$ cat config.mk
export PLATFORM = sky130hd
export DESIGN_NAME = alu_datapath
export DESIGN_NICKNAME = d
export VERILOG_FILES = /design/src/alu_pkg.sv /design/src/alu_datapath.sv /design/src/alu_shift_unit.sv /design/src/alu_muldiv_unit.sv
export SDC_FILE = /design/constraint.sdc
export NUM_CORES = 1
export LEC_CHECK = 0
export ABC_AREA = 1
export BUFFER_PORTS_ARGS = -buffer_cell sky130_fd_sc_hd__buf_2
export CAP_MARGIN = 0
export CORE_MARGIN = 10
export CORE_UTILIZATION = 50
export CTS_CLUSTER_DIAMETER = 200
export CTS_CLUSTER_SIZE = 12
export DETAILED_ROUTE_END_ITERATION = 8
export PLACE_DENSITY = 0.67
export SETUP_SLACK_MARGIN = 0.4
export SLEW_MARGIN = 15
export SYNTH_ARGS = -nofsm -noshare
export SYNTH_HDL_FRONTEND = slang
export SYNTH_SLANG_ARGS = --single-unit
export TNS_END_PERCENT = 100
$ cat constraint.sdc
create_clock -name clock -period 45.3 [get_ports clock]
set_clock_uncertainty 0.05 [all_clocks]
set_input_delay 6.795 -clock clock [delete_from_list [all_inputs] [get_ports clock]]
set_output_delay 6.795 -clock clock [all_outputs]
set_load 0.05 [all_outputs]
$ cat src/alu_pkg.sv
// Shared constants, flag layout and operation codes for the ALU datapath.
package alu_pkg;
	localparam int FLG_W = 5;
	localparam int FC = 0;
	localparam int FV = 1;
	localparam int FZ = 2;
	localparam int FN = 3;
	localparam int FH = 4;
	localparam int DATA_W = 16;
	localparam int BYTE_W = 8;
	localparam int LAT_CYCLES = 1;
	localparam logic [15:0] RESULT_RST = 16'h0000;
	localparam logic [4:0] FLAGS_RST = 5'h00;
	localparam logic [15:0] WORD_STEP_ONE = 16'h0001;
	localparam logic [15:0] WORD_STEP_TWO = 16'h0002;
	localparam logic [15:0] BYTE_STEP = 16'h0001;
	localparam logic [7:0] BCD_LIM = 8'h99;
	localparam logic [3:0] NIB_LIM = 4'h9;
	localparam logic [7:0] BCD_LO_ADJ = 8'h06;
	localparam logic [7:0] BCD_HI_ADJ = 8'h60;
	localparam logic [7:0] BIT_ONE = 8'h01;

	typedef enum logic [5:0] {
		OP_ADD, OP_SUB, OP_ADD_CARRY, OP_SUB_CARRY, OP_INC, OP_DEC,
		OP_WORD_ADD_STEP, OP_WORD_SUB_STEP, OP_DEC_ADJ_ADD, OP_DEC_ADJ_SUB,
		OP_MUL, OP_DIV, OP_CMP, OP_NEG,
		OP_AND, OP_OR, OP_XOR, OP_NOT,
		OP_ARITH_SHIFT_LEFT, OP_ARITH_SHIFT_RIGHT,
		OP_LOGIC_SHIFT_LEFT, OP_LOGIC_SHIFT_RIGHT,
		OP_ROTATE_LEFT, OP_ROTATE_RIGHT,
		OP_ROTATE_LEFT_VIA_CARRY, OP_ROTATE_RIGHT_VIA_CARRY,
		OP_BIT_SET, OP_BIT_CLEAR, OP_BIT_INVERT, OP_BIT_TEST,
		OP_CARRY_AND_BIT, OP_CARRY_AND_INV_BIT,
		OP_CARRY_OR_BIT, OP_CARRY_OR_INV_BIT, OP_CARRY_XOR_BIT
	} alu_op_t;
endpackage

$ cat src/alu_datapath.sv
// Execution datapath: arithmetic, logic, shift and bit operations.
//
// Behaviour
// - Add or subtract two registers; add immediate.
// - Plain subtract never takes an immediate operand.
// - Word add and subtract use registers only.
// - Byte add and subtract including the carry.
// - Byte increment or decrement by exactly one.
// - Word step add or subtract, one or two.
// - Decimal adjust byte using carry and half-carry.
// - Unsigned byte times byte gives word.
// - Word over byte gives quotient and remainder.
// - Compare subtracts; word compare registers only.
// - Negate byte as zero minus value.
// - Byte AND, OR, XOR with register or immediate.
// - Invert every bit of a byte.
// - Arithmetic shift left and right by one.
// - Logical shift left and right by one.
// - Plain rotates and rotates through the carry.
// - Bit number from immediate or register low bits.
// - Set selected bit, others unchanged.
// - Clear selected bit, others unchanged.
// - Invert selected bit and write byte back.
// - Test loads zero flag with inverted bit.
// - Carry combined with bit by AND, OR, XOR.
// - Inverted-bit carry ops take immediate bit only.
// - Bit changes write back the whole byte.
`timescale 1ns/100ps
module alu_datapath
	import alu_pkg::*;
(
	input wire logic clock,
	input wire logic rst,
	input wire logic in_valid,
	input wire alu_op_t op_in,
	input wire logic size_word,
	input wire logic use_imm,
	input wire logic bit_from_reg,
	input wire logic [2:0] bit_num_imm,
	input wire logic [DATA_W-1:0] rd_val,
	input wire logic [DATA_W-1:0] rs_val,
	input wire logic [DATA_W-1:0] imm_val,
	input wire logic [FLG_W-1:0] flags_in,
	output logic out_valid_ff,
	output logic [DATA_W-1:0] result_ff,
	output logic result_write_ff,
	output logic [FLG_W-1:0] flags_ff,
	output logic illegal_ff
);
	logic [BYTE_W-1:0] rd_lo;
	logic [DATA_W-1:0] opb;
	logic [BYTE_W-1:0] opb_lo;
	logic [2:0] bit_sel;
	logic sel_bit;
	logic [BYTE_W-1:0] bit_mask;
	logic [BYTE_W-1:0] sh_res;
	logic sh_c;
	logic sh_v;
	logic [DATA_W-1:0] mul_prod;
	logic [BYTE_W-1:0] div_q;
	logic [BYTE_W-1:0] div_r;
	logic [DATA_W-1:0] nxt_result;
	logic [FLG_W-1:0] nxt_flags;
	logic nxt_write;
	logic nxt_illegal;

	assign rd_lo = rd_val[BYTE_W-1:0];
	assign opb = use_imm ? imm_val : rs_val;
	assign opb_lo = opb[BYTE_W-1:0];
	assign bit_sel = bit_from_reg ? rs_val[2:0] : bit_num_imm;
	assign sel_bit = rd_lo[bit_sel];
	assign bit_mask = BIT_ONE << bit_sel;

	alu_shift_unit #(.W(BYTE_W)) u_shift (
		.op(op_in),
		.val(rd_lo),
		.cin(flags_in[FC]),
		.res(sh_res),
		.cout(sh_c),
		.vout(sh_v)
	);

	alu_muldiv_unit #(.W(BYTE_W)) u_muldiv (
		.dividend(rd_val),
		.mul_a(rd_lo),
		.divisor(rs_val[BYTE_W-1:0]),
		.product(mul_prod),
		.quotient(div_q),
		.remainder(div_r)
	);

	// Returns the flags above the sum; carry and half-carry read as borrow for subtraction.
	function automatic logic [FLG_W+DATA_W-1:0] arith(input logic [DATA_W-1:0] a,
			input logic [DATA_W-1:0] b, input logic cin, input logic sub,
			input logic word, input logic zin);
		logic [DATA_W-1:0] bb;
		logic ci;
		logic [DATA_W:0] s;
		logic [4:0] hs;
		logic [12:0] hw;
		logic [DATA_W-1:0] r;
		logic [FLG_W-1:0] f;
		bb = sub ? ~b : b;
		ci = cin ^ sub;
		f = FLAGS_RST;
		if (word) begin
			s = {1'b0, a} + {1'b0, bb} + {16'h0000, ci};
			hw = {1'b0, a[11:0]} + {1'b0, bb[11:0]} + {12'h000, ci};
			r = s[DATA_W-1:0];
			f[FC] = s[DATA_W] ^ sub;
			f[FH] = hw[12] ^ sub;
			f[FV] = (a[15] == bb[15]) && (r[15] != a[15]);
			f[FN] = r[15];
		end else begin
			s = {9'h000, a[7:0]} + {9'h000, bb[7:0]} + {16'h0000, ci};
			hs = {1'b0, a[3:0]} + {1'b0, bb[3:0]} + {4'h0, ci};
			r = {8'h00, s[7:0]};
			f[FC] = s[8] ^ sub;
			f[FH] = hs[4] ^ sub;
			f[FV] = (a[7] == bb[7]) && (r[7] != a[7]);
			f[FN] = r[7];
		end
		f[FZ] = (r == RESULT_RST) && zin;
		return {f, r};
	endfunction

	always_comb begin
		logic [FLG_W+DATA_W-1:0] ar;
		logic [BYTE_W-1:0] da;
		logic dc;
		ar = '0;
		da = rd_lo;
		dc = flags_in[FC];
		nxt_result = rd_val;
		nxt_flags = flags_in;
		nxt_write = 1'b1;
		nxt_illegal = 1'b0;
		case (op_in)
			OP_ADD: begin
				ar = arith(rd_val, opb, 1'b0, 1'b0, size_word, 1'b1);
				nxt_illegal = size_word && use_imm;
			end
			OP_SUB: begin
				ar = arith(rd_val, rs_val, 1'b0, 1'b1, size_word, 1'b1);
				nxt_illegal = use_imm;
			end
			OP_ADD_CARRY: begin
				ar = arith({8'h00, rd_lo}, {8'h00, opb_lo}, flags_in[FC], 1'b0, 1'b0,
					flags_in[FZ]);
			end
			OP_SUB_CARRY: begin
				ar = arith({8'h00, rd_lo}, {8'h00, opb_lo}, flags_in[FC], 1'b1, 1'b0,
					flags_in[FZ]);
			end
			OP_INC, OP_DEC: begin
				ar = arith({8'h00, rd_lo}, BYTE_STEP, 1'b0, op_in == OP_DEC, 1'b0,
					1'b1);
				// Stepping leaves carry and half-carry alone so loop counters keep them.
				ar[DATA_W + FC] = flags_in[FC];
				ar[DATA_W + FH] = flags_in[FH];
			end
			OP_CMP: begin
				ar = arith(rd_val, opb, 1'b0, 1'b1, size_word, 1'b1);
				nxt_illegal = size_word && use_imm;
			end
			OP_NEG: begin
				ar = arith(RESULT_RST, {8'h00, rd_lo}, 1'b0, 1'b1, 1'b0, 1'b1);
			end
			default: begin
				ar = '0;
			end
		endcase
		case (op_in)
			OP_ADD, OP_SUB, OP_ADD_CARRY, OP_SUB_CARRY, OP_INC, OP_DEC, OP_NEG: begin
				nxt_result = ar[DATA_W-1:0];
				nxt_flags = ar[FLG_W+DATA_W-1:DATA_W];
			end
			OP_CMP: begin
				nxt_flags = ar[FLG_W+DATA_W-1:DATA_W];
				nxt_write = 1'b0;
			end
			OP_WORD_ADD_STEP, OP_WORD_SUB_STEP: begin
				nxt_illegal = (imm_val != WORD_STEP_ONE) && (imm_val != WORD_STEP_TWO);
				nxt_result = (op_in == OP_WORD_ADD_STEP) ? rd_val + imm_val : rd_val - imm_val;
			end
			OP_DEC_ADJ_ADD: begin
				if (flags_in[FC] || (rd_lo > BCD_LIM)) begin
					da = da + BCD_HI_ADJ;
					dc = 1'b1;
				end
				if (flags_in[FH] || (rd_lo[3:0] > NIB_LIM)) begin
					da = da + BCD_LO_ADJ;
				end
				nxt_result = {8'h00, da};
			end
			OP_DEC_ADJ_SUB: begin
				if (flags_in[FC]) begin
					da = da - BCD_HI_ADJ;
				end
				if (flags_in[FH]) begin
					da = da - BCD_LO_ADJ;
				end
				nxt_result = {8'h00, da};
			end
			OP_MUL: begin
				nxt_result = mul_prod;
			end
			OP_DIV: begin
				nxt_result = {div_r, div_q};
				nxt_flags[FN] = div_q[BYTE_W-1];
				nxt_flags[FZ] = (rs_val[BYTE_W-1:0] == 8'h00);
			end
			OP_AND: begin
				nxt_result = {8'h00, rd_lo & opb_lo};
			end
			OP_OR: begin
				nxt_result = {8'h00, rd_lo | opb_lo};
			end
			OP_XOR: begin
				nxt_result = {8'h00, rd_lo ^ opb_lo};
			end
			OP_NOT: begin
				nxt_result = {8'h00, ~rd_lo};
			end
			OP_ARITH_SHIFT_LEFT, OP_ARITH_SHIFT_RIGHT, OP_LOGIC_SHIFT_LEFT,
			OP_LOGIC_SHIFT_RIGHT, OP_ROTATE_LEFT, OP_ROTATE_RIGHT,
			OP_ROTATE_LEFT_VIA_CARRY, OP_ROTATE_RIGHT_VIA_CARRY: begin
				nxt_result = {8'h00, sh_res};
				nxt_flags[FC] = sh_c;
				nxt_flags[FV] = sh_v;
			end
			OP_BIT_SET: begin
				nxt_result = {8'h00, rd_lo | bit_mask};
			end
			OP_BIT_CLEAR: begin
				nxt_result = {8'h00, rd_lo & ~bit_mask};
			end
			OP_BIT_INVERT: begin
				nxt_result = {8'h00, rd_lo ^ bit_mask};
			end
			OP_BIT_TEST: begin
				nxt_flags[FZ] = ~sel_bit;
				nxt_write = 1'b0;
			end
			OP_CARRY_AND_BIT, OP_CARRY_OR_BIT, OP_CARRY_XOR_BIT: begin
				nxt_write = 1'b0;
				if (op_in == OP_CARRY_AND_BIT) begin
					nxt_flags[FC] = flags_in[FC] & sel_bit;
				end else if (op_in == OP_CARRY_OR_BIT) begin
					nxt_flags[FC] = flags_in[FC] | sel_bit;
				end else begin
					nxt_flags[FC] = flags_in[FC] ^ sel_bit;
				end
			end
			OP_CARRY_AND_INV_BIT, OP_CARRY_OR_INV_BIT: begin
				nxt_write = 1'b0;
				nxt_illegal = bit_from_reg;
				if (op_in == OP_CARRY_AND_INV_BIT) begin
					nxt_flags[FC] = flags_in[FC] & ~sel_bit;
				end else begin
					nxt_flags[FC] = flags_in[FC] | ~sel_bit;
				end
			end
			default: begin
				nxt_illegal = 1'b1;
			end
		endcase
		case (op_in)
			OP_AND, OP_OR, OP_XOR, OP_NOT, OP_ARITH_SHIFT_LEFT, OP_ARITH_SHIFT_RIGHT,
			OP_LOGIC_SHIFT_LEFT, OP_LOGIC_SHIFT_RIGHT, OP_ROTATE_LEFT, OP_ROTATE_RIGHT,
			OP_ROTATE_LEFT_VIA_CARRY, OP_ROTATE_RIGHT_VIA_CARRY,
			OP_DEC_ADJ_ADD, OP_DEC_ADJ_SUB: begin
				nxt_flags[FN] = nxt_result[BYTE_W-1];
				nxt_flags[FZ] = (nxt_result[BYTE_W-1:0] == 8'h00);
				if (op_in == OP_DEC_ADJ_ADD) begin
					nxt_flags[FC] = dc;
				end
				if (op_in < OP_ARITH_SHIFT_LEFT || op_in > OP_ROTATE_RIGHT_VIA_CARRY) begin
					nxt_flags[FV] = 1'b0;
				end
			end
			default: begin
				nxt_flags[FN] = nxt_flags[FN];
			end
		endcase
		if (nxt_illegal) begin
			nxt_result = rd_val;
			nxt_flags = flags_in;
			nxt_write = 1'b0;
		end
	end

	always_ff @(posedge clock) begin
		if (rst) begin
			out_valid_ff <= 1'b0;
			result_write_ff <= 1'b0;
			illegal_ff <= 1'b0;
		end else begin
			out_valid_ff <= in_valid;
			result_write_ff <= in_valid && nxt_write;
			illegal_ff <= in_valid && nxt_illegal;
		end
	end

	// Result and flags hold between operations so the decoder may sample late.
	always_ff @(posedge clock) begin
		if (rst) begin
			result_ff <= RESULT_RST;
		end else if (in_valid) begin
			result_ff <= nxt_result;
		end
	end

	always_ff @(posedge clock) begin
		if (rst) begin
			flags_ff <= FLAGS_RST;
		end else if (in_valid) begin
			flags_ff <= nxt_flags;
		end
	end
endmodule

$ cat src/alu_shift_unit.sv
// Byte shifter and rotator with carry and overflow outputs.
`timescale 1ns/100ps
module alu_shift_unit
	import alu_pkg::*;
#(
	parameter int W = 8
) (
	input wire alu_op_t op,
	input wire logic [W-1:0] val,
	input wire logic cin,
	output logic [W-1:0] res,
	output logic cout,
	output logic vout
);
	always_comb begin
		res = val;
		cout = cin;
		vout = 1'b0;
		case (op)
			OP_ARITH_SHIFT_LEFT: begin
				res = {val[W-2:0], 1'b0};
				cout = val[W-1];
				vout = val[W-1] ^ val[W-2];
			end
			OP_ARITH_SHIFT_RIGHT: begin
				res = {val[W-1], val[W-1:1]};
				cout = val[0];
			end
			OP_LOGIC_SHIFT_LEFT: begin
				res = {val[W-2:0], 1'b0};
				cout = val[W-1];
			end
			OP_LOGIC_SHIFT_RIGHT: begin
				res = {1'b0, val[W-1:1]};
				cout = val[0];
			end
			OP_ROTATE_LEFT: begin
				res = {val[W-2:0], val[W-1]};
				cout = val[W-1];
			end
			OP_ROTATE_RIGHT: begin
				res = {val[0], val[W-1:1]};
				cout = val[0];
			end
			OP_ROTATE_LEFT_VIA_CARRY: begin
				res = {val[W-2:0], cin};
				cout = val[W-1];
			end
			OP_ROTATE_RIGHT_VIA_CARRY: begin
				res = {cin, val[W-1:1]};
				cout = val[0];
			end
			default: begin
				res = val;
			end
		endcase
	end
endmodule

$ cat src/alu_muldiv_unit.sv
// Unsigned byte multiplier and word-by-byte divider.
`timescale 1ns/100ps
module alu_muldiv_unit #(
	parameter int W = 8
) (
	input wire logic [2*W-1:0] dividend,
	input wire logic [W-1:0] mul_a,
	input wire logic [W-1:0] divisor,
	output logic [2*W-1:0] product,
	output logic [W-1:0] quotient,
	output logic [W-1:0] remainder
);
	logic [2*W-1:0] q_full;
	logic [2*W-1:0] r_full;

	assign product = {{W{1'b0}}, mul_a} * {{W{1'b0}}, divisor};
	// A zero divisor would make an undefined result, so it gives all ones and the low dividend.
	assign q_full = (divisor == '0) ? '1 : dividend / {{W{1'b0}}, divisor};
	assign r_full = (divisor == '0) ? dividend : dividend % {{W{1'b0}}, divisor};
	// A quotient above one byte is cut to its low byte; software must avoid that case.
	assign quotient = q_full[W-1:0];
	assign remainder = r_full[W-1:0];
endmodule

# Word-level counts from Yosys, hierarchy flattened
# Index checks and enable logic that the tools add are counted.
[totals]
ff_bits = 24
out_inout_bits = 24
inputBits = 68
wordCells = 233
[op_classes]
mux = 54
n_lt_le_gt_ge = 5
bitwise_logic = 33
shifts = 1
n_div = 2
add_sub_neg = 36
mul = 1
n_eq_ne = 53
reduce_logical = 43
[op_table]
columns = ["cell", "count"]
rows = [
  ["$pmux 16 s14", 1],
  ["$mux 16", 13],
  ["$pmux 21 s7", 1],
  ["$logic_not 16->1", 7],
  ["$eq 6x5->1 const B", 16],
  ["$mux 8", 9],
  ["$pmux 8 s7", 1],
  ["$add 16x16->17", 3],
  ["$eq 6x4->1 const B", 8],
  ["$add 12x12->13", 3],
  ["$add 8x8->9", 4],
  ["$add 17x1->17 const B", 2],
  ["$not 16->16", 2],
  ["$not 8->8", 4],
  ["$reduce_or 31->1", 1],
  ["$add 13x1->13 const B", 2],
  ["$eq 6x3->1 const B", 4],
  ["$add 4x4->5", 4],
  ["$add 9x1->9", 2],
  ["$add 9x1->9 const B", 2],
  ["$eq 6x6->1 const B", 3],
  ["$add 16x16->16", 1],
  ["$and 8x8->8", 2],
  ["$div 16x8->16", 1],
  ["other kinds (49)", 132],
]

# Logic depth before layout (Yosys ltp)
[depth]
ltp_word = 12
mapped_depth = 213
depth_no_buf = 207

# By module
# From an unflattened synthesis, not the netlist that was laid out.
[hier_totals]
cells_unflattened = 3275
area_unflattened_um2 = 18445.2
[modules_own_cells]
columns = ["module", "cells_each", "area_each_um2", "seq_area_each_um2", "n_inst"]
rows = [
  ["alu_datapath", 1848, 9731.8, 480.5, 1],
  ["alu_muldiv_unit", 1340, 8271.7, 0.0, 1],
  ["alu_shift_unit", 87, 441.7, 0.0, 1],
]

# Worst setup path after synthesis
# OpenSTA, ideal clock, no wires.
[synth_path]
kind = "in2reg"
startpoint = "input port rs_val[0]"
endpoint = "register result_ff[8]"
path_buffers = 7
required_time_ps = 45180
cell_stages = 195
path_slack_ps = 13797
arrival_ps = 31383
setup_time_ps = 70
path_cell_list = "inv_1 ha_1 inv_1 nor2_1 nand3_1 o21ai_2 inv_1 ha_1 inv_1 o21bai_1 nand3_2 nand2_1 nand2_1 ha_1 inv_1 o21bai_1 nand2_1 nand2_1 (+159 left out) buf_6 o21ai_1 inv_1 ha_1 nand2_1 o21ai_0 a21oi_1 o21ai_0 a41oi_1 o21bai_1 a21oi_1 nand2_2 nand2_1 nand2_1 nand3_1 nand2_1 nand3_1 a21oi_1"
[synth_between]
elab_chain_len = 9
word_cells_on_any_way = 21
classes_between = "5 x add/sub; 1 x mul; 1 x div; 11 x mux; 2 x bitwise; 1 x reduce/logical"
[synth_rtl]
columns = ["item", "line_no", "rtl"]
rows = [
  ["from (decl)", "alu_datapath.sv:41", "input wire logic [DATA_W-1:0] rs_val,"],
  ["branches (longest 7 deep; another with $mod 16x8->16)", "--", ""],
  ["$pmux 16 s14 (*)", "alu_datapath.sv:173", "case (op_in)"],
  ["$mux 16 (*)", "alu_datapath.sv:286", "if (nxt_illegal) begin"],
  ["to (signal assigned)", "alu_datapath.sv:310", "result_ff <= nxt_result;"],
  ["to (decl)", "alu_datapath.sv:45", "output logic [DATA_W-1:0] result_ff,"],
]
# Mark *: on every way between the ends. The select of a mux whose other input is x is not followed.
# A chain may end at the register's enable or synchronous reset.

# Worst setup path in the final report
[layout_path]
startpoint = "input port rs_val[0]"
endpoint = "register result_ff[10]"
# The elaborated chain is that of the path after synthesis.

==> reports/metrics.cfg <==
[synthesis]
synth.yosys.seq_area_share_pct = 2.902
yosysWarnings = 0
synth_area_leader_cell = ha_1
netlist_area_um2 = 16560
ys_seq_elements = 24
synth_top_area_share_pct = 18.06
synth_ff_type = dfxtp_1
synth_edf_count = 0
synth_fp_nets = 3097
synth.area.top_cells = ha_1 (18%), nand2_1 (13%), inv_1 (10%)
synth_cell_types = 68
syn_area_per_cell_um2 = 6.032
ys_async_sr_fraction_pct = 0
syn_inst = 2745

[floorplanning]
start_util_pct = 50.76
die_height_um = 202.0
die_area_um2 = 40790
row_count = 66
io_pins = 92
core-area_um2 = 32620
fp.dieW_um = 202.0

[sta]
period_share_pct = 76.56
setup_violations = 0
worst_slack_ns = 10.62
clock.fmax_ghz = 0.02883
hold_viol = 0
fin_setup_tns_ns = 0
worstMarginPinSlew_ns = 1.043
maxSlewViolCount = 0
fin_crit_ns = 34.68
rsz0062_at_grt = false
slew_headroom_pct = 28.68

[place]
gp_congestion = 1.059
place_ws_ns = 10.64
hpwl_um = 54150
dp_cells = 3230
io_buffers = 91

[critical_path]
cp.arrival_ns = 34.77
cp_max_fo = 15
end_kind = register
r2r-end = result_ff[8]
start_kind = input pin
rr_startpoint = result_ff[8]
cp_common_cell = nand2_1
cp_slowest_cell = o2111a_1
r2r_slack_ns = 44.51
crit_path_max_incr_delay_ns = 0.44
crit_family = compound AO/OA/AOI/OAI gates
criticalPathCategory = input pin to register
ff2ff_path_depth = 2
required_ns = 45.39
worst-path-buf-inv = 29

[clock_tree]
post_cts_resized = 0
clk_latency_ns = 0.26
clockBufferDepth = 2
htreeDepth = 1
clock-sinks = 24
cts-buffers-inserted = 3
cts_tree = done
holdBufCountCts = 0
post_cts_buffers = 0
path_clk_slew_ns = 0.07
clockRootBuffer = clkbuf_16

[global_route]
grt.total_usage_pct = 30.85
overflow = 0
antenna_found_initial = 0
grt_max_degree = 32
grt_pass1_wl_um = 101100
grt_pass1_vias = 17920

[min_path]
hp-class = register to register
hp-start = result_ff[7]
whs_path_depth = 2
holdPathEnd = result_ff[7]

[finish]
area_growth_pct = 5.622
final_util_pct = 53.61
final_nets = 3145
layout-drive-gt1-share_pct = 9.277
fin_cells = 3235

[routing]
dr_wl_met3_um = 5912
drt_iter0_drc = 1912
remaining_drc_errors = 0
ant_nets = 0
drt-vias-per-instance = 5.833
wl_met1_um = 29370
firstDrtPassIters = 6
highest_layer = met4
wl_per_cell_um = 20.39
wirelength_um = 65970
vias = 18870
wl_met2_um = 28300

[flow_run]
max_cap_violations = 0

[status]
status = finished clean

## synthesized netlist by cell type (4+ instances only)
cell type and instances:
buf_6 10, o21ai_1 14, ha_1 239, a21o_1 18
nand3_1 129, a31oi_1 5, nor4_1 22, dfxtp_1 24
o21ai_2 7, nand3b_1 4, a221oi_1 8, a2111oi_0 12
and2_1 5, buf_4 4, a211oi_1 6, a22o_1 4
nor3_1 42, or2_1 4, o21ai_0 197, o22ai_1 16
o211ai_1 15, nand2_2 24, a21oi_1 193, nand3_2 20
nor2_4 8, xor2_1 97, o21bai_1 22, inv_1 448
fa_1 45, clkbuf_1 52, nor2_1 250, inv_2 17
or2_2 27, nand2_4 14, nand2_1 555, buf_2 5
o2111ai_1 11, nand4_1 39, o221ai_1 20, o31ai_1 10
a22oi_1 7, xnor2_1 42, clkinv_1 13
## layout by cell type, fill, tap and decap left out, types with 10 or more instances in the layout
cell type / synthesis / routed
o22ai_1: 16 / 16
o2111ai_1: 11 / 11
clkinv_1: 13 / 13
inv_2: 17 / 17
o211ai_1: 15 / 15
o21bai_1: 22 / 22
o21ai_0: 197 / 197
xnor2_1: 42 / 42
or2_2: 27 / 27
fa_1: 45 / 45
o21ai_1: 14 / 14
a21o_1: 18 / 18
buf_2: 5 / 91
nand3_1: 129 / 129
xor2_1: 97 / 97
inv_1: 448 / 448
buf_4: 4 / 29
nand2_1: 555 / 555
nor2_1: 250 / 250
nand3_2: 20 / 20
ha_1: 239 / 239
nand2_2: 24 / 24
nand4_1: 39 / 39
o31ai_1: 10 / 10
a21oi_1: 193 / 193
a2111oi_0: 12 / 12
nor3_1: 42 / 42
o221ai_1: 20 / 20
dfxtp_1: 24 / 24
nand2_4: 14 / 14
nor4_1: 22 / 22
## cell families (layout without fill, tap and decap cells)
family,Yosys count,count (layout),share of synthesized area [%]
XOR/XNOR,139,139,7.353
AO/OA/AOI/OAI,581,581,20.86
buffers and inverters,559,606,13.41
flip-flops,24,24,2.902
multiplexers,2,2,0.1209
other,0,1,0
adder cells (fa/ha/maj),284,284,23.50
AND/OR/NAND/NOR,1156,1156,31.84
## through the flow
| step | hold slack, ns | cell area (um^2) |
|---|---|---|
| floorplan | 0.6348 | 16560 |
| global placement | 0.4052 | 17380 |
| detailed placement | 0.4100 | 17380 |
| CTS | 0.4197 | 17490 |
| global route | 0.4399 | 17490 |
| finish | 0.4233 | 17490 |
## final cells by class
| cell class | count | area [um^2] |
|---|---|---|
| fillers | 3430 | 15130 |
| multi-input cells | 2162 | 13860 |
| inverters | 482 | 1818 |
| repair buffers | 120 | 673.1 |
| well taps | 442 | 553.0 |
| flip-flops and latches | 24 | 480.5 |
| clock buffers | 3 | 75.07 |
| clock inverters | 1 | 30.03 |
| diodes | 1 | 2.502 |
## worst reg2reg max path: stages (launching register included)
cell	delay, ns
dfxtp_1	0.44
nand2_1	0.08
a21oi_1	0.16
## worst max-delay path by stage
stage	startpoint	to	slack (ns)	cells past startpoint
floorplan	rs_val[0]	result_ff[8]	13.80	195
global placement	rs_val[0]	result_ff[10]	11.69	191
detailed placement	rs_val[0]	result_ff[10]	10.64	191
CTS	rs_val[0]	result_ff[10]	10.85	191
global route	rs_val[0]	result_ff[10]	7.30	192
finish	rs_val[0]	result_ff[10]	10.62	189
## sequential cells by signal, summed over array words and instances (netlist names)
register	cells
flags_ff	5
illegal_ff	1
out_valid_ff	1
result_ff	16
result_write_ff	1
## layer usage
metal	vias to the layer above	GRT usage (%)
met5	-	0
met4	0	9.396
met3	151	5.533
met2	840	48.90
met1	8740	41.56
li1	9139	-
Power is left out: the tool's default activity adds up to more than one toggle a clock period on the data nets, which glitch-free logic cannot reach.
